$ cat src/rtl/aomc_pkg.sv
package aomc_pkg;
  localparam int CLK_HZ = 100_000_000;
  localparam int MS_PER_S = 1000;
  localparam int MS_CYCLES = CLK_HZ / MS_PER_S;
  localparam int ODR_BASE_HZ = 400;
  localparam int ODR_CYCLES = CLK_HZ / ODR_BASE_HZ;
  localparam logic [2:0] ODR_MAX_CODE = 3'h4;
  localparam logic [16:0] EXT_EDGES_PER_MS = 17'h0_0020;
  localparam logic [14:0] SETTLE_LONG_MS = 15'h0172;
  localparam logic [14:0] SETTLE_SHORT_MS = 15'h0010;
  localparam logic [14:0] WAKE_MS [8] = '{15'h0034, 15'h0068, 15'h00d0, 15'h0200,
                                         15'h0800, 15'h1000, 15'h2000, 15'h6000};
  localparam logic [7:0] IMPACT_LOW_G = 8'h0a;
  localparam logic [7:0] IMPACT_HIGH_G = 8'h1e;
  localparam logic [7:0] ADDR_POWER = 8'h00;
  localparam logic [7:0] ADDR_TIMING = 8'h04;
  localparam logic [7:0] ADDR_ACTION = 8'h08;
  localparam logic [7:0] ADDR_STATUS = 8'h0c;
  localparam logic [7:0] ADDR_DATA = 8'h10;
  localparam int PWR_MODE_LSB = 0;
  localparam int PWR_SETTLE_BIT = 2;
  localparam int PWR_HITHR_BIT = 3;
  localparam int PWR_EXTCLK_BIT = 4;
  localparam int PWR_EXTTRIG_BIT = 5;
  localparam int TIM_WAKE_LSB = 0;
  localparam int TIM_ODR_LSB = 3;
  localparam int TIM_BW_LSB = 6;
  localparam int ACT_MEAS_BIT = 0;
  localparam int ACT_IRQ_BIT = 1;
  localparam int ACT_WAKE_BIT = 2;
  localparam int ACT_EN1_BIT = 3;
  localparam int ACT_EN2_BIT = 4;
  localparam logic [5:0] POWER_RST = 6'h00;
  localparam logic [8:0] TIMING_RST = 9'h000;
  localparam logic [4:0] ACTION_RST = 5'h19;
  localparam logic [1:0] RESP_OKAY = 2'h0;
  localparam logic [1:0] RESP_SLVERR = 2'h2;
  typedef enum logic [1:0] {
    MODE_STANDBY = 2'h0, MODE_WAKE = 2'h1, MODE_INSTANT = 2'h2, MODE_MEASURE = 2'h3
  } aomc_mode_t;
  typedef enum logic [5:0] {
    ST_STBY = 6'h01, ST_INST = 6'h02, ST_WOFF = 6'h04,
    ST_WON = 6'h08, ST_SETL = 6'h10, ST_MEAS = 6'h20
  } aomc_state_t;
endpackage

$ cat src/rtl/aomc_top.sv
// Added by the designer: the placing of the registers and register access over AXI4-Lite.
module aomc_top #(
  parameter int MS_CYCLES = aomc_pkg::MS_CYCLES,
  parameter int ODR_CYCLES = aomc_pkg::ODR_CYCLES
) (
  input wire logic clock,
  input wire logic sys_rst,
  input wire logic [31:0] s_axi_awaddr,
  input wire logic s_axi_awvalid,
  output logic s_axi_awready,
  input wire logic [31:0] s_axi_wdata,
  input wire logic [3:0] s_axi_wstrb,
  input wire logic s_axi_wvalid,
  output logic s_axi_wready,
  output logic [1:0] s_axi_bresp,
  output logic s_axi_bvalid,
  input wire logic s_axi_bready,
  input wire logic [31:0] s_axi_araddr,
  input wire logic s_axi_arvalid,
  output logic s_axi_arready,
  output logic [31:0] s_axi_rdata,
  output logic [1:0] s_axi_rresp,
  output logic s_axi_rvalid,
  input wire logic s_axi_rready,
  input wire logic [7:0] impact_g,
  input wire logic motion_event,
  input wire logic irq_src_one,
  input wire logic irq_src_two,
  input wire logic [11:0] sample_in,
  input wire logic sample_in_valid,
  output logic conv_start,
  output logic [2:0] antialias_bw_sel,
  output logic [11:0] sample_data,
  output logic sample_pub,
  output logic fifo_wr,
  output logic wake_downstream,
  input wire logic irq_line_one_i,
  output logic irq_line_one_o,
  output logic irq_line_one_oe,
  input wire logic irq_line_two_i,
  output logic irq_line_two_o,
  output logic irq_line_two_oe
);
  aomc_pkg::aomc_state_t st_r, st_nxt;
  logic [5:0] power_r;
  logic [8:0] timing_r;
  logic [4:0] action_r;
  logic aw_full_r, w_full_r, bvalid_r, rvalid_r;
  logic [7:0] aw_addr_r;
  logic [31:0] w_data_r, rdata_r;
  logic [3:0] w_strb_r;
  logic [1:0] bresp_r, rresp_r;
  logic c1_meta_r, c1_sync_r, c1_prev_r, t2_meta_r, t2_sync_r, t2_prev_r;
  logic [16:0] div_r;
  logic [14:0] ms_cnt_r;
  logic [17:0] odr_cnt_r;
  logic [1:0] pend_r;
  logic wake_flag_r, wake_out_r, irq1_r, irq2_r, pub_r, fifo_r;
  logic [11:0] data_r;

  // Register bus decode.
  wire wr_fire = aw_full_r & w_full_r & ~bvalid_r;
  wire rd_fire = s_axi_arvalid & ~rvalid_r;
  wire [7:0] raddr = s_axi_araddr[7:0];
  wire [15:0] wm = {{8{w_strb_r[1]}}, {8{w_strb_r[0]}}};
  wire w_pwr = wr_fire & (aw_addr_r == aomc_pkg::ADDR_POWER);
  wire w_tim = wr_fire & (aw_addr_r == aomc_pkg::ADDR_TIMING);
  wire w_act = wr_fire & (aw_addr_r == aomc_pkg::ADDR_ACTION);
  wire w_ro = (aw_addr_r == aomc_pkg::ADDR_STATUS) | (aw_addr_r == aomc_pkg::ADDR_DATA);
  wire w_map = w_pwr | w_tim | w_act | w_ro;
  wire [5:0] pw_new = (power_r & ~wm[5:0]) | (w_data_r[5:0] & wm[5:0]);
  wire [8:0] tm_new = (timing_r & ~wm[8:0]) | (w_data_r[8:0] & wm[8:0]);
  wire [4:0] ac_new = (action_r & ~wm[4:0]) | (w_data_r[4:0] & wm[4:0]);
  wire rd_st = rd_fire & (raddr == aomc_pkg::ADDR_STATUS);
  wire r_map = (raddr == aomc_pkg::ADDR_POWER) | (raddr == aomc_pkg::ADDR_TIMING) |
               (raddr == aomc_pkg::ADDR_ACTION) | (raddr == aomc_pkg::ADDR_STATUS) |
               (raddr == aomc_pkg::ADDR_DATA);
  wire [31:0] status_w = {22'h00_0000, wake_out_r, wake_flag_r, pend_r, st_r};
  wire [31:0] rd_mux =
    (raddr == aomc_pkg::ADDR_POWER) ? {26'h000_0000, power_r} :
    (raddr == aomc_pkg::ADDR_TIMING) ? {23'h00_0000, timing_r} :
    (raddr == aomc_pkg::ADDR_ACTION) ? {27'h000_0000, action_r} :
    (raddr == aomc_pkg::ADDR_STATUS) ? status_w :
    (raddr == aomc_pkg::ADDR_DATA) ? {20'h0_0000, data_r} : 32'h0000_0000;

  // State decode.
  wire in_stby = (st_r == aomc_pkg::ST_STBY);
  wire in_inst = (st_r == aomc_pkg::ST_INST);
  wire in_woff = (st_r == aomc_pkg::ST_WOFF);
  wire in_won = (st_r == aomc_pkg::ST_WON);
  wire in_setl = (st_r == aomc_pkg::ST_SETL);
  wire in_meas = (st_r == aomc_pkg::ST_MEAS);
  wire in_wake = in_woff | in_won;
  wire [1:0] mode_cur = power_r[aomc_pkg::PWR_MODE_LSB +: 2];
  wire [1:0] mode_new = pw_new[aomc_pkg::PWR_MODE_LSB +: 2];
  wire mode_chg = w_pwr & (mode_new != mode_cur);
  wire ext_clk = power_r[aomc_pkg::PWR_EXTCLK_BIT];
  wire ext_trig = power_r[aomc_pkg::PWR_EXTTRIG_BIT];

  // Time base in milliseconds, from the own clock or from external clock edges.
  wire c1_rise = c1_sync_r & ~c1_prev_r;
  wire t2_rise = t2_sync_r & ~t2_prev_r;
  wire step = ext_clk ? c1_rise : 1'b1;
  wire [16:0] div_lim = ext_clk ? aomc_pkg::EXT_EDGES_PER_MS - 17'h0_0001 :
                        17'(MS_CYCLES - 1);
  wire ms_tick = step & (div_r == div_lim);
  wire [14:0] settle_ms = power_r[aomc_pkg::PWR_SETTLE_BIT] ?
                          aomc_pkg::SETTLE_SHORT_MS : aomc_pkg::SETTLE_LONG_MS;
  wire [14:0] wake_ms = aomc_pkg::WAKE_MS[timing_r[aomc_pkg::TIM_WAKE_LSB +: 3]];
  wire settle_done = ms_tick & (ms_cnt_r == settle_ms - 15'h0001);
  wire wake_done = ms_tick & (ms_cnt_r == wake_ms - 15'h0001);

  // Events that move the mode without a host write.
  wire [7:0] thr = power_r[aomc_pkg::PWR_HITHR_BIT] ?
                   aomc_pkg::IMPACT_HIGH_G : aomc_pkg::IMPACT_LOW_G;
  wire impact_hit = in_inst & (impact_g >= thr);
  wire wake_motion = in_won & motion_event;
  wire auto_go = impact_hit | (wake_motion & action_r[aomc_pkg::ACT_MEAS_BIT]);
  wire st_chg = (st_nxt != st_r);

  always_comb begin
    st_nxt = st_r;
    if (mode_chg) begin
      case (mode_new)
        aomc_pkg::MODE_STANDBY: st_nxt = aomc_pkg::ST_STBY;
        aomc_pkg::MODE_WAKE: st_nxt = aomc_pkg::ST_WOFF;
        aomc_pkg::MODE_INSTANT: st_nxt = aomc_pkg::ST_INST;
        default: st_nxt = aomc_pkg::ST_SETL;
      endcase
    end else if (auto_go) begin
      st_nxt = aomc_pkg::ST_SETL;
    end else begin
      case (st_r)
        aomc_pkg::ST_SETL: if (settle_done) st_nxt = aomc_pkg::ST_MEAS;
        aomc_pkg::ST_WOFF: if (wake_done) st_nxt = aomc_pkg::ST_WON;
        aomc_pkg::ST_WON: if (settle_done) st_nxt = aomc_pkg::ST_WOFF;
        default: st_nxt = st_r;
      endcase
    end
  end

  // Conversion pacing: rate timer, or the trigger on line two.
  wire samp_on = in_setl | in_meas | in_won;
  wire [2:0] odr_in = timing_r[aomc_pkg::TIM_ODR_LSB +: 3];
  wire [2:0] output_sample_rate = (odr_in > aomc_pkg::ODR_MAX_CODE) ? aomc_pkg::ODR_MAX_CODE : odr_in;
  wire [17:0] odr_lim = 18'(ODR_CYCLES >> output_sample_rate) - 18'h0_0001;
  wire odr_done = (odr_cnt_r >= odr_lim);
  wire meas_smp = in_meas & sample_in_valid;
  wire won_smp = in_won & sample_in_valid;
  wire int_ok = in_meas | in_setl | in_inst;
  wire [1:0] pend_set = {irq_src_two, irq_src_one} & {2{int_ok}};
  wire [1:0] pend_nxt = in_stby ? 2'h0 : ((pend_r & ~{2{rd_st}}) | pend_set);
  wire wflag_set = wake_motion & action_r[aomc_pkg::ACT_IRQ_BIT];
  wire wflag_nxt = ~in_stby & ((wake_flag_r & ~rd_st) | wflag_set);
  wire wout_nxt = ~in_stby & (wake_out_r | (wake_motion & action_r[aomc_pkg::ACT_WAKE_BIT]));
  wire nxt_quiet = |(st_nxt & (aomc_pkg::ST_STBY | aomc_pkg::ST_WOFF | aomc_pkg::ST_WON));
  wire irq1_nxt = (pend_r[0] | wake_flag_r) & action_r[aomc_pkg::ACT_EN1_BIT] & ~nxt_quiet;
  wire irq2_nxt = pend_r[1] & action_r[aomc_pkg::ACT_EN2_BIT] & ~nxt_quiet;

  assign s_axi_awready = ~aw_full_r;
  assign s_axi_wready = ~w_full_r;
  assign s_axi_bvalid = bvalid_r;
  assign s_axi_bresp = bresp_r;
  assign s_axi_arready = ~rvalid_r;
  assign s_axi_rvalid = rvalid_r;
  assign s_axi_rdata = rdata_r;
  assign s_axi_rresp = rresp_r;
  assign conv_start = samp_on & (ext_trig ? t2_rise : odr_done);
  assign antialias_bw_sel = timing_r[aomc_pkg::TIM_BW_LSB +: 3];
  assign sample_data = data_r;
  assign sample_pub = pub_r;
  assign fifo_wr = fifo_r;
  assign wake_downstream = wake_out_r;
  assign irq_line_one_o = irq1_r;
  assign irq_line_one_oe = ~ext_clk;
  assign irq_line_two_o = irq2_r;
  assign irq_line_two_oe = ~ext_trig;

  always_ff @(posedge clock) begin
    if (sys_rst) begin
      aw_full_r <= 1'b0;
      aw_addr_r <= 8'h00;
      w_full_r <= 1'b0;
      w_data_r <= 32'h0000_0000;
      w_strb_r <= 4'h0;
      bvalid_r <= 1'b0;
      bresp_r <= aomc_pkg::RESP_OKAY;
    end else begin
      if (s_axi_awvalid & ~aw_full_r) begin
        aw_full_r <= 1'b1;
        aw_addr_r <= s_axi_awaddr[7:0];
      end else if (wr_fire) begin
        aw_full_r <= 1'b0;
      end
      if (s_axi_wvalid & ~w_full_r) begin
        w_full_r <= 1'b1;
        w_data_r <= s_axi_wdata;
        w_strb_r <= s_axi_wstrb;
      end else if (wr_fire) begin
        w_full_r <= 1'b0;
      end
      if (wr_fire) begin
        bvalid_r <= 1'b1;
        bresp_r <= w_map ? aomc_pkg::RESP_OKAY : aomc_pkg::RESP_SLVERR;
      end else if (s_axi_bready) begin
        bvalid_r <= 1'b0;
      end
    end
  end

  always_ff @(posedge clock) begin
    if (sys_rst) begin
      rvalid_r <= 1'b0;
      rdata_r <= 32'h0000_0000;
      rresp_r <= aomc_pkg::RESP_OKAY;
    end else if (rd_fire) begin
      rvalid_r <= 1'b1;
      rdata_r <= rd_mux;
      rresp_r <= r_map ? aomc_pkg::RESP_OKAY : aomc_pkg::RESP_SLVERR;
    end else if (s_axi_rready) begin
      rvalid_r <= 1'b0;
    end
  end

  always_ff @(posedge clock) begin
    if (sys_rst) begin
      power_r <= aomc_pkg::POWER_RST;
      timing_r <= aomc_pkg::TIMING_RST;
      action_r <= aomc_pkg::ACTION_RST;
      st_r <= aomc_pkg::ST_STBY;
    end else begin
      if (w_pwr) power_r <= pw_new;
      if (auto_go & ~mode_chg) power_r[aomc_pkg::PWR_MODE_LSB +: 2] <= aomc_pkg::MODE_MEASURE;
      if (w_tim) timing_r <= tm_new;
      if (w_act) action_r <= ac_new;
      st_r <= st_nxt;
    end
  end

  always_ff @(posedge clock) begin
    if (sys_rst) begin
      c1_meta_r <= 1'b0;
      c1_sync_r <= 1'b0;
      c1_prev_r <= 1'b0;
      t2_meta_r <= 1'b0;
      t2_sync_r <= 1'b0;
      t2_prev_r <= 1'b0;
      div_r <= 17'h0_0000;
      ms_cnt_r <= 15'h0000;
      odr_cnt_r <= 18'h0_0000;
    end else begin
      c1_meta_r <= irq_line_one_i;
      c1_sync_r <= c1_meta_r;
      c1_prev_r <= c1_sync_r;
      t2_meta_r <= irq_line_two_i;
      t2_sync_r <= t2_meta_r;
      t2_prev_r <= t2_sync_r;
      div_r <= (st_chg | ms_tick) ? 17'h0_0000 : (step ? div_r + 17'h0_0001 : div_r);
      ms_cnt_r <= st_chg ? 15'h0000 : (ms_tick ? ms_cnt_r + 15'h0001 : ms_cnt_r);
      odr_cnt_r <= (~samp_on | odr_done) ? 18'h0_0000 : odr_cnt_r + 18'h0_0001;
    end
  end

  always_ff @(posedge clock) begin
    if (sys_rst) begin
      pend_r <= 2'h0;
      wake_flag_r <= 1'b0;
      wake_out_r <= 1'b0;
      irq1_r <= 1'b0;
      irq2_r <= 1'b0;
      pub_r <= 1'b0;
      fifo_r <= 1'b0;
      data_r <= 12'h000;
    end else begin
      pend_r <= pend_nxt;
      wake_flag_r <= wflag_nxt;
      wake_out_r <= wout_nxt;
      irq1_r <= irq1_nxt;
      irq2_r <= irq2_nxt;
      pub_r <= meas_smp;
      fifo_r <= meas_smp;
      if (meas_smp | won_smp) data_r <= sample_in;
    end
  end
endmodule

$ cat config.mk
export PLATFORM = sky130hd
export DESIGN_NAME = aomc_top
export DESIGN_NICKNAME = d
export VERILOG_FILES = /design/src/rtl/aomc_pkg.sv /design/src/rtl/aomc_top.sv
export SDC_FILE = /design/constraint.sdc
export NUM_CORES = 1
export LEC_CHECK = 0
export BUFFER_PORTS_ARGS = -buffer_cell sky130_fd_sc_hd__buf_2
export CORE_UTILIZATION = 50
export CTS_BUF_LIST = sky130_fd_sc_hd__clkbuf_2
export CTS_CLUSTER_DIAMETER = 30
export DETAILED_ROUTE_END_ITERATION = 10
export HOLD_SLACK_MARGIN = 0.15
export PLACE_DENSITY = 0.75
export SLEW_MARGIN = 5
export SYNTH_ARGS = -nofsm -noshare
export SYNTH_HDL_FRONTEND = slang
export SYNTH_SLANG_ARGS = --single-unit
$ cat constraint.sdc
create_clock -name clock -period 9.3 [get_ports clock]
set_clock_uncertainty 0.05 [all_clocks]
set_input_delay 1.86 -clock clock [delete_from_list [all_inputs] [get_ports clock]]
set_output_delay 1.86 -clock clock [all_outputs]
set_load 0.03 [all_outputs]
# [Word-level counts from Yosys, hierarchy flattened]
# Memories as Yosys holds them, arrays and structs flattened.
# Index checks and enable logic that the tools add are counted.
[word_totals] input_bits=133 memories=1 rom_bits=120 ff_bits=160 output_inout_bits=64 elab_cells=187
[op_classes] n_eq_ne=21 n_lt_le_gt_ge=4 reduce_logical=13 bitwise=79 n_addsub=6 mux=31 shifts=1
[mem_list] memory="(name not given)" depth=8 word_bits=15 read_ports=1 rd_clocked_by_memory_dff=0 write_ports=0 line="aomc_top.sv:109" text="wire [14:0] wake_ms = aomc_pkg::WAKE_MS[timing_r[aomc_pkg::TIM_WAKE_LSB +: 3]];"
[ops] cell="12-bit two-way mux" count=5
[ops] cell="8-bit by 4-bit equality test with 1-bit output (second input constant)" count=4
[ops] cell="1-bit AND" count=31
[ops] cell="15-bit equality test" count=2
[ops] cell="15-bit two-way mux" count=2
[ops] cell="6-bit two-way mux" count=5
[ops] cell="18-bit by 1-bit adder with 18-bit output (second input constant)" count=1
[ops] cell="9-bit AND" count=2
[ops] cell="18-bit >= comparator" count=1
[ops] cell="1-bit OR" count=18
[ops] cell="6-bit one-hot mux with 3 select lines" count=1
[ops] cell="18-bit by 3-bit >> shifter with 18-bit output (first input constant)" count=1
[ops] cell="18-bit by 1-bit subtractor with 18-bit output (second input constant)" count=1
[ops] cell="17-bit by 1-bit adder with 17-bit output (second input constant)" count=1
[ops] cell="17-bit equality test" count=1
[ops] cell="17-bit two-way mux" count=1
[ops] cell="8-bit by 3-bit equality test with 1-bit output (second input constant)" count=2
[ops] cell="8-bit by 5-bit equality test with 1-bit output (second input constant)" count=2
[ops] cell="8-bit logical NOT" count=2
[ops] cell="15-bit by 1-bit adder with 15-bit output (second input constant)" count=1
[ops] cell="5-bit one-hot mux with 3 select lines" count=1
[ops] cell="15-bit by 1-bit subtractor with 15-bit output (second input constant)" count=1
[ops] cell="1-bit inverter" count=13
[ops] cell="6-bit AND" count=2
[ops] cell="34 further kinds" count=54

# [Longest topological paths before layout]
[logic_depth] ltp_word=14 mapped_depth=19 mapped_depth_nobuf=16

# [Least setup slack after synthesis]
# Ideal clock, no wire load.
[synth_path] path_kind="reg2out" from="register (tool-made name)" to="output conv_start" setup_slack_ps=4043 path_stages_with_launch=15 required_ps=7390 n_path_buf=4 arrival_time_ps=3347 cell_sequence="dfxtp_1 > clkbuf_1 > inv_1 > clkbuf_1 > nand2_1 > inv_1 > ha_1 > or2_2 > ha_1 > o21a_1 > o21a_1 > clkbuf_1 > clkbuf_1 > o31ai_1 > nor3b_1"
[synth_rtl] item="end: declaration" line="aomc_top.sv:31" text="output logic conv_start,"

==> results.txt <==
----------------------------------------------------
[Worst setup path]
  Arrival time of data at the critical path endpoint ... between 4 and 5 ns
  Kind of capture point of the worst setup path ... primary output
  Nature of the critical path startpoint ... register
  Top fanout value on the critical path ... 13
  Endpoint of the most critical register-to-register path ... odr_cnt_r[0]
  Register-to-register path setup slack ... 5.09 ns
  FF-to-FF path depth ... 13
  List of cells traversed by the critical path ... inv_1 -> nand2_1 -> inv_1 -> ha_1 -> o21a_1 -> ha_1 -> a21oi_1 -> nor2b_1 -> o21ai_0 -> nand2b_1 -> a2111oi_0 -> o211ai_1 -> nor3b_1 -> buf_2
  Family with the most delay on the worst path ... compound AO/OA/AOI/OAI gates
  Slowest stage cell on the critical path ... a2111oi_0
  Required time at the worst-slack endpoint ... 7.39 ns
  Delay of the slowest cell on the worst path ... 0.57 ns
  Worst Path Class, Setup ... register to primary output
  Number of buffers and inverters on the critical path ... 3

[Yosys]
  Number of enable flip-flop cells after synthesis ... 0
  Sequential cell area fraction in the yosys report ... between 30 and 40%
  XOR/XNOR share of the synthesized area ... 7.32%
  Area contributors post-synth ... dfxtp_1, ha_1, xnor2_1
  Ys Warns ... 0
  Ys flop type ... dfxtp_1
  Mean instance size in the synthesized netlist ... ~8.4 sq um
  Total standard cell area after synthesis ... roughly 0.0075 sq mm
  Synth top area share ... about 37%
  Synth Register Bits ... ~140
  Cell taking the most area after synthesis ... dfxtp_1
  Unique masters post-synth ... 68
  Mux contribution to synthesized area ... roughly 5.1%
  Share of flip-flops with an asynchronous set or reset after synthesis ... 0%
  Gate count after technology mapping ... 900
  Post-synthesis compound-gate area fraction ... ~13%
  Share of synthesized cell area in and, or, nand and nor gates ... approximately a quarter
  Largest family of logic cells by synthesized area ... simple AND/OR/NAND/NOR gates
  Adder-cell share of the synthesized area ... under 10%

[Die]
  Area of the die ... between 0.015 and 0.02 sq mm
  Top-Level Pins ... roughly 200
  DIE HEIGHT ... approximately 120 microns
  Floorplan die width ... approximately 120 microns
  Floorplan core area ... about 0.015 sq mm
  Initial standard-cell utilization of the core ... roughly half
  Rows ... 44

[Timing]
  Ratio of final minimum period to clock period ... between 60% and 70%
  Total count of hold-check failures in the final report ... 0
  Max-slew violation count ... 0
  Transition at the pin with the smallest max-transition slack ... approximately 1.2 ns
  Relative max-transition margin ... between 15 and 20%
  RSZ-0062 raised after global routing ... false
  Max frequency ... about 170 MHz
  Setup TNS Final ... 0 ns
  Final-report setup violation count ... 0
  Shortest clock period the worst path allows after layout ... roughly 6 ns

[Clocking]
  # H-tree levels ... 4
  Clk_lat worst skew ... roughly 0.73 ns
  Hold-fix buffers at CTS ... 0
  CTS tree ... yes
  Buffer levels on the longest clock path ... 2
  Post-CTS repair timing setup buffer count ... 0
  CTS clock-pin slew for the worst setup and hold paths ... roughly 0.23 ns
  Root cell of the clock tree ... clkbuf_2
  Clock buffer count from CTS ... 17
  Clock sink count ... 138
  Number of gates resized after cts ... 0

[Detailed routing]
  Number of DRC markers in iteration 0 ... between 400 and 500
  1st-pass router iterations ... 10
  Remaining routing DRC violations ... 9
  Antenna Nets Post-Route ... 0
  Mean routed wirelength per cell ... around 15 microns
  Final Routed Wirelength ... roughly 17000 microns
  DR vias ... roughly 6600
  Number of vias per cell after detailed routing ... 5.61

[Global routing]
  Leftover overflow at the end of global routing ... 0
  First-pass GRT wire length ... roughly 29000 microns
  Initial antenna violation count ... 1
  Vias in the first global route ... between 5000 and 6000
  Pin count of the biggest net entering global routing ... 87
  Global-route usage over all layers ... between 20% and 30%

[Outcome]
  Violations in the final reports ... design-rule violations
  Outcome ... finished, violations left

[Placement]
  Dpl cell area ... 0.00803 sq mm
  Placed cells ... 1142
  Buffers added on ports ... 100
  Post-detail-place hpwl ... between 10000 and 15000 microns
  Final Wtd Congestion ... a little under 0.9

[Min path]
  Worst Hold Class ... register to register
  Hold Path Depth ... 1
  Hold path start ... c1_meta_r
  Hold Crit Endpoint ... c1_sync_r

[Finish]
  Final standard cell count with taps included and fillers excluded ... approximately 1200
  Design area ... just over 0.008 sq mm
  Area growth syn-to-layout ... 9.74%
  Layout Nets ... 1144
  Layout cells sized above 1 ... approximately 16%

[Pwr]
  Clock network power share ... between 30 and 40%
  Proportion of power drawn by flip-flops and latches ... 58.1%
  Leakage power summed over all cells ... 3.43 nW
  Net switching component of the power ... between 300 and 400 uW
  Switching share of power ... between 30% and 40%
  Power density over the cells ... approximately 130 mW/mm^2
  Maximum resistive drop on vdd ... approximately 0.00012 V
  Internal Power ... 721 uW
  Total power ... 1.06 mW
  Part of the power in combinational logic ... about 8.6%

[Flow run]
  Number of maximum-capacitance constraint violations ... 0

----------------------------------------------------
[final cells by class]
class,instances,area (sq um)
Multi-Input combinational cell,683,4370
Antenna cell,1,2.50
Clock buffer,17,85.1
Fill cell,1375,6370
Timing Repair Buffer,107,553
Sequential cell,138,2760
Clock inverter,15,155
Inverter,30,113
Tap cell,184,230
[cells in the mapped netlist (7+ instances only)]
library cell and instances:
or3_1 7, and3_1 12, xnor2_1 45, nand2b_1 9
nor4_2 7, buf_4 27, nor2_1 82, ha_1 34
inv_1 30, o21ai_0 17, nand2_1 94, xor2_1 18
nor4_1 9, mux2i_1 34, nor2b_1 21, a2111oi_0 10
dfxtp_1 138, a21oi_1 53, nor3_1 55, a211oi_1 8
a21o_1 7, clkbuf_1 33, nand4_1 14, nand3_1 40
[cells in the final DEF, fill, tap and decap left out, types with 8 or more instances in the layout]
cell type	instances
nor2b_1	21
o21ai_0	17
inv_1	30
mux2i_1	34
and3_1	12
xor2_1	18
xnor2_1	45
ha_1	34
a211oi_1	8
nor3_1	55
nand3_1	40
nor2_1	82
nor4_1	9
dfxtp_1	138
nand4_1	14
conb_1	22
buf_2	100
clkbuf_2	17
a2111oi_0	10
nand2_1	94
nand2b_1	9
a21oi_1	53
[routing by layer]
metal / part of all wire, % / track usage, % / wire length, microns / up-vias
li1: - / - / - / 3293
met1: 48 / 30.9 / 8270 / 3077
met2: 45 / 36.3 / 7850 / 202
met3: 5.3 / 4.98 / 915 / 22
met4: 1.3 / 6.89 / 217 / 0
met5: 0 / 0 / 0 / -
[logic make-up after synthesis]
| group | Yosys count |
|---|---|
| AND/OR/NAND/NOR | 384 |
| AO/OA/AOI/OAI | 143 |
| flip-flops | 138 |
| buffers and inverters | 100 |
| XOR/XNOR | 63 |
| multiplexers | 37 |
| adder cells (fa/ha/maj) | 34 |
| other | 1 |
[per-stage QoR]
stage	hold WS (ns)	util [%]	worst slack, ns
after floorplan	0.360	-	4.04
after global placement	0.370	54.9	4.13
after detailed placement	0.377	54.9	4.07
after CTS	0.415	56.5	3.24
after global routing	0.431	56.5	2.81
final	0.411	56.5	3.29
[worst max path at each step]
stage / start / to / slack (ns) / cells after the start
global route: register / conv_start / 2.81 / 14
CTS: register / conv_start / 3.24 / 14
detailed placement: register / conv_start / 4.07 / 14
floorplan: register / conv_start / 4.04 / 14
global placement: register / conv_start / 4.13 / 14
finish: register / conv_start / 3.29 / 14
[power by group through the flow]
| stage | Sequential (mW) | Clock [mW] | Combinational [mW] |
|---|---|---|---|
| after floorplan | 0.629 | 0 | 0.0644 |
| after global placement | 0.624 | 0 | 0.0890 |
| after detailed placement | 0.625 | 0 | 0.0901 |
| after CTS | 0.614 | 0.358 | 0.0904 |
| after global routing | 0.616 | 0.386 | 0.0991 |
| final | 0.614 | 0.352 | 0.0905 |
Note: power is estimated with default switching activity, not from simulation.
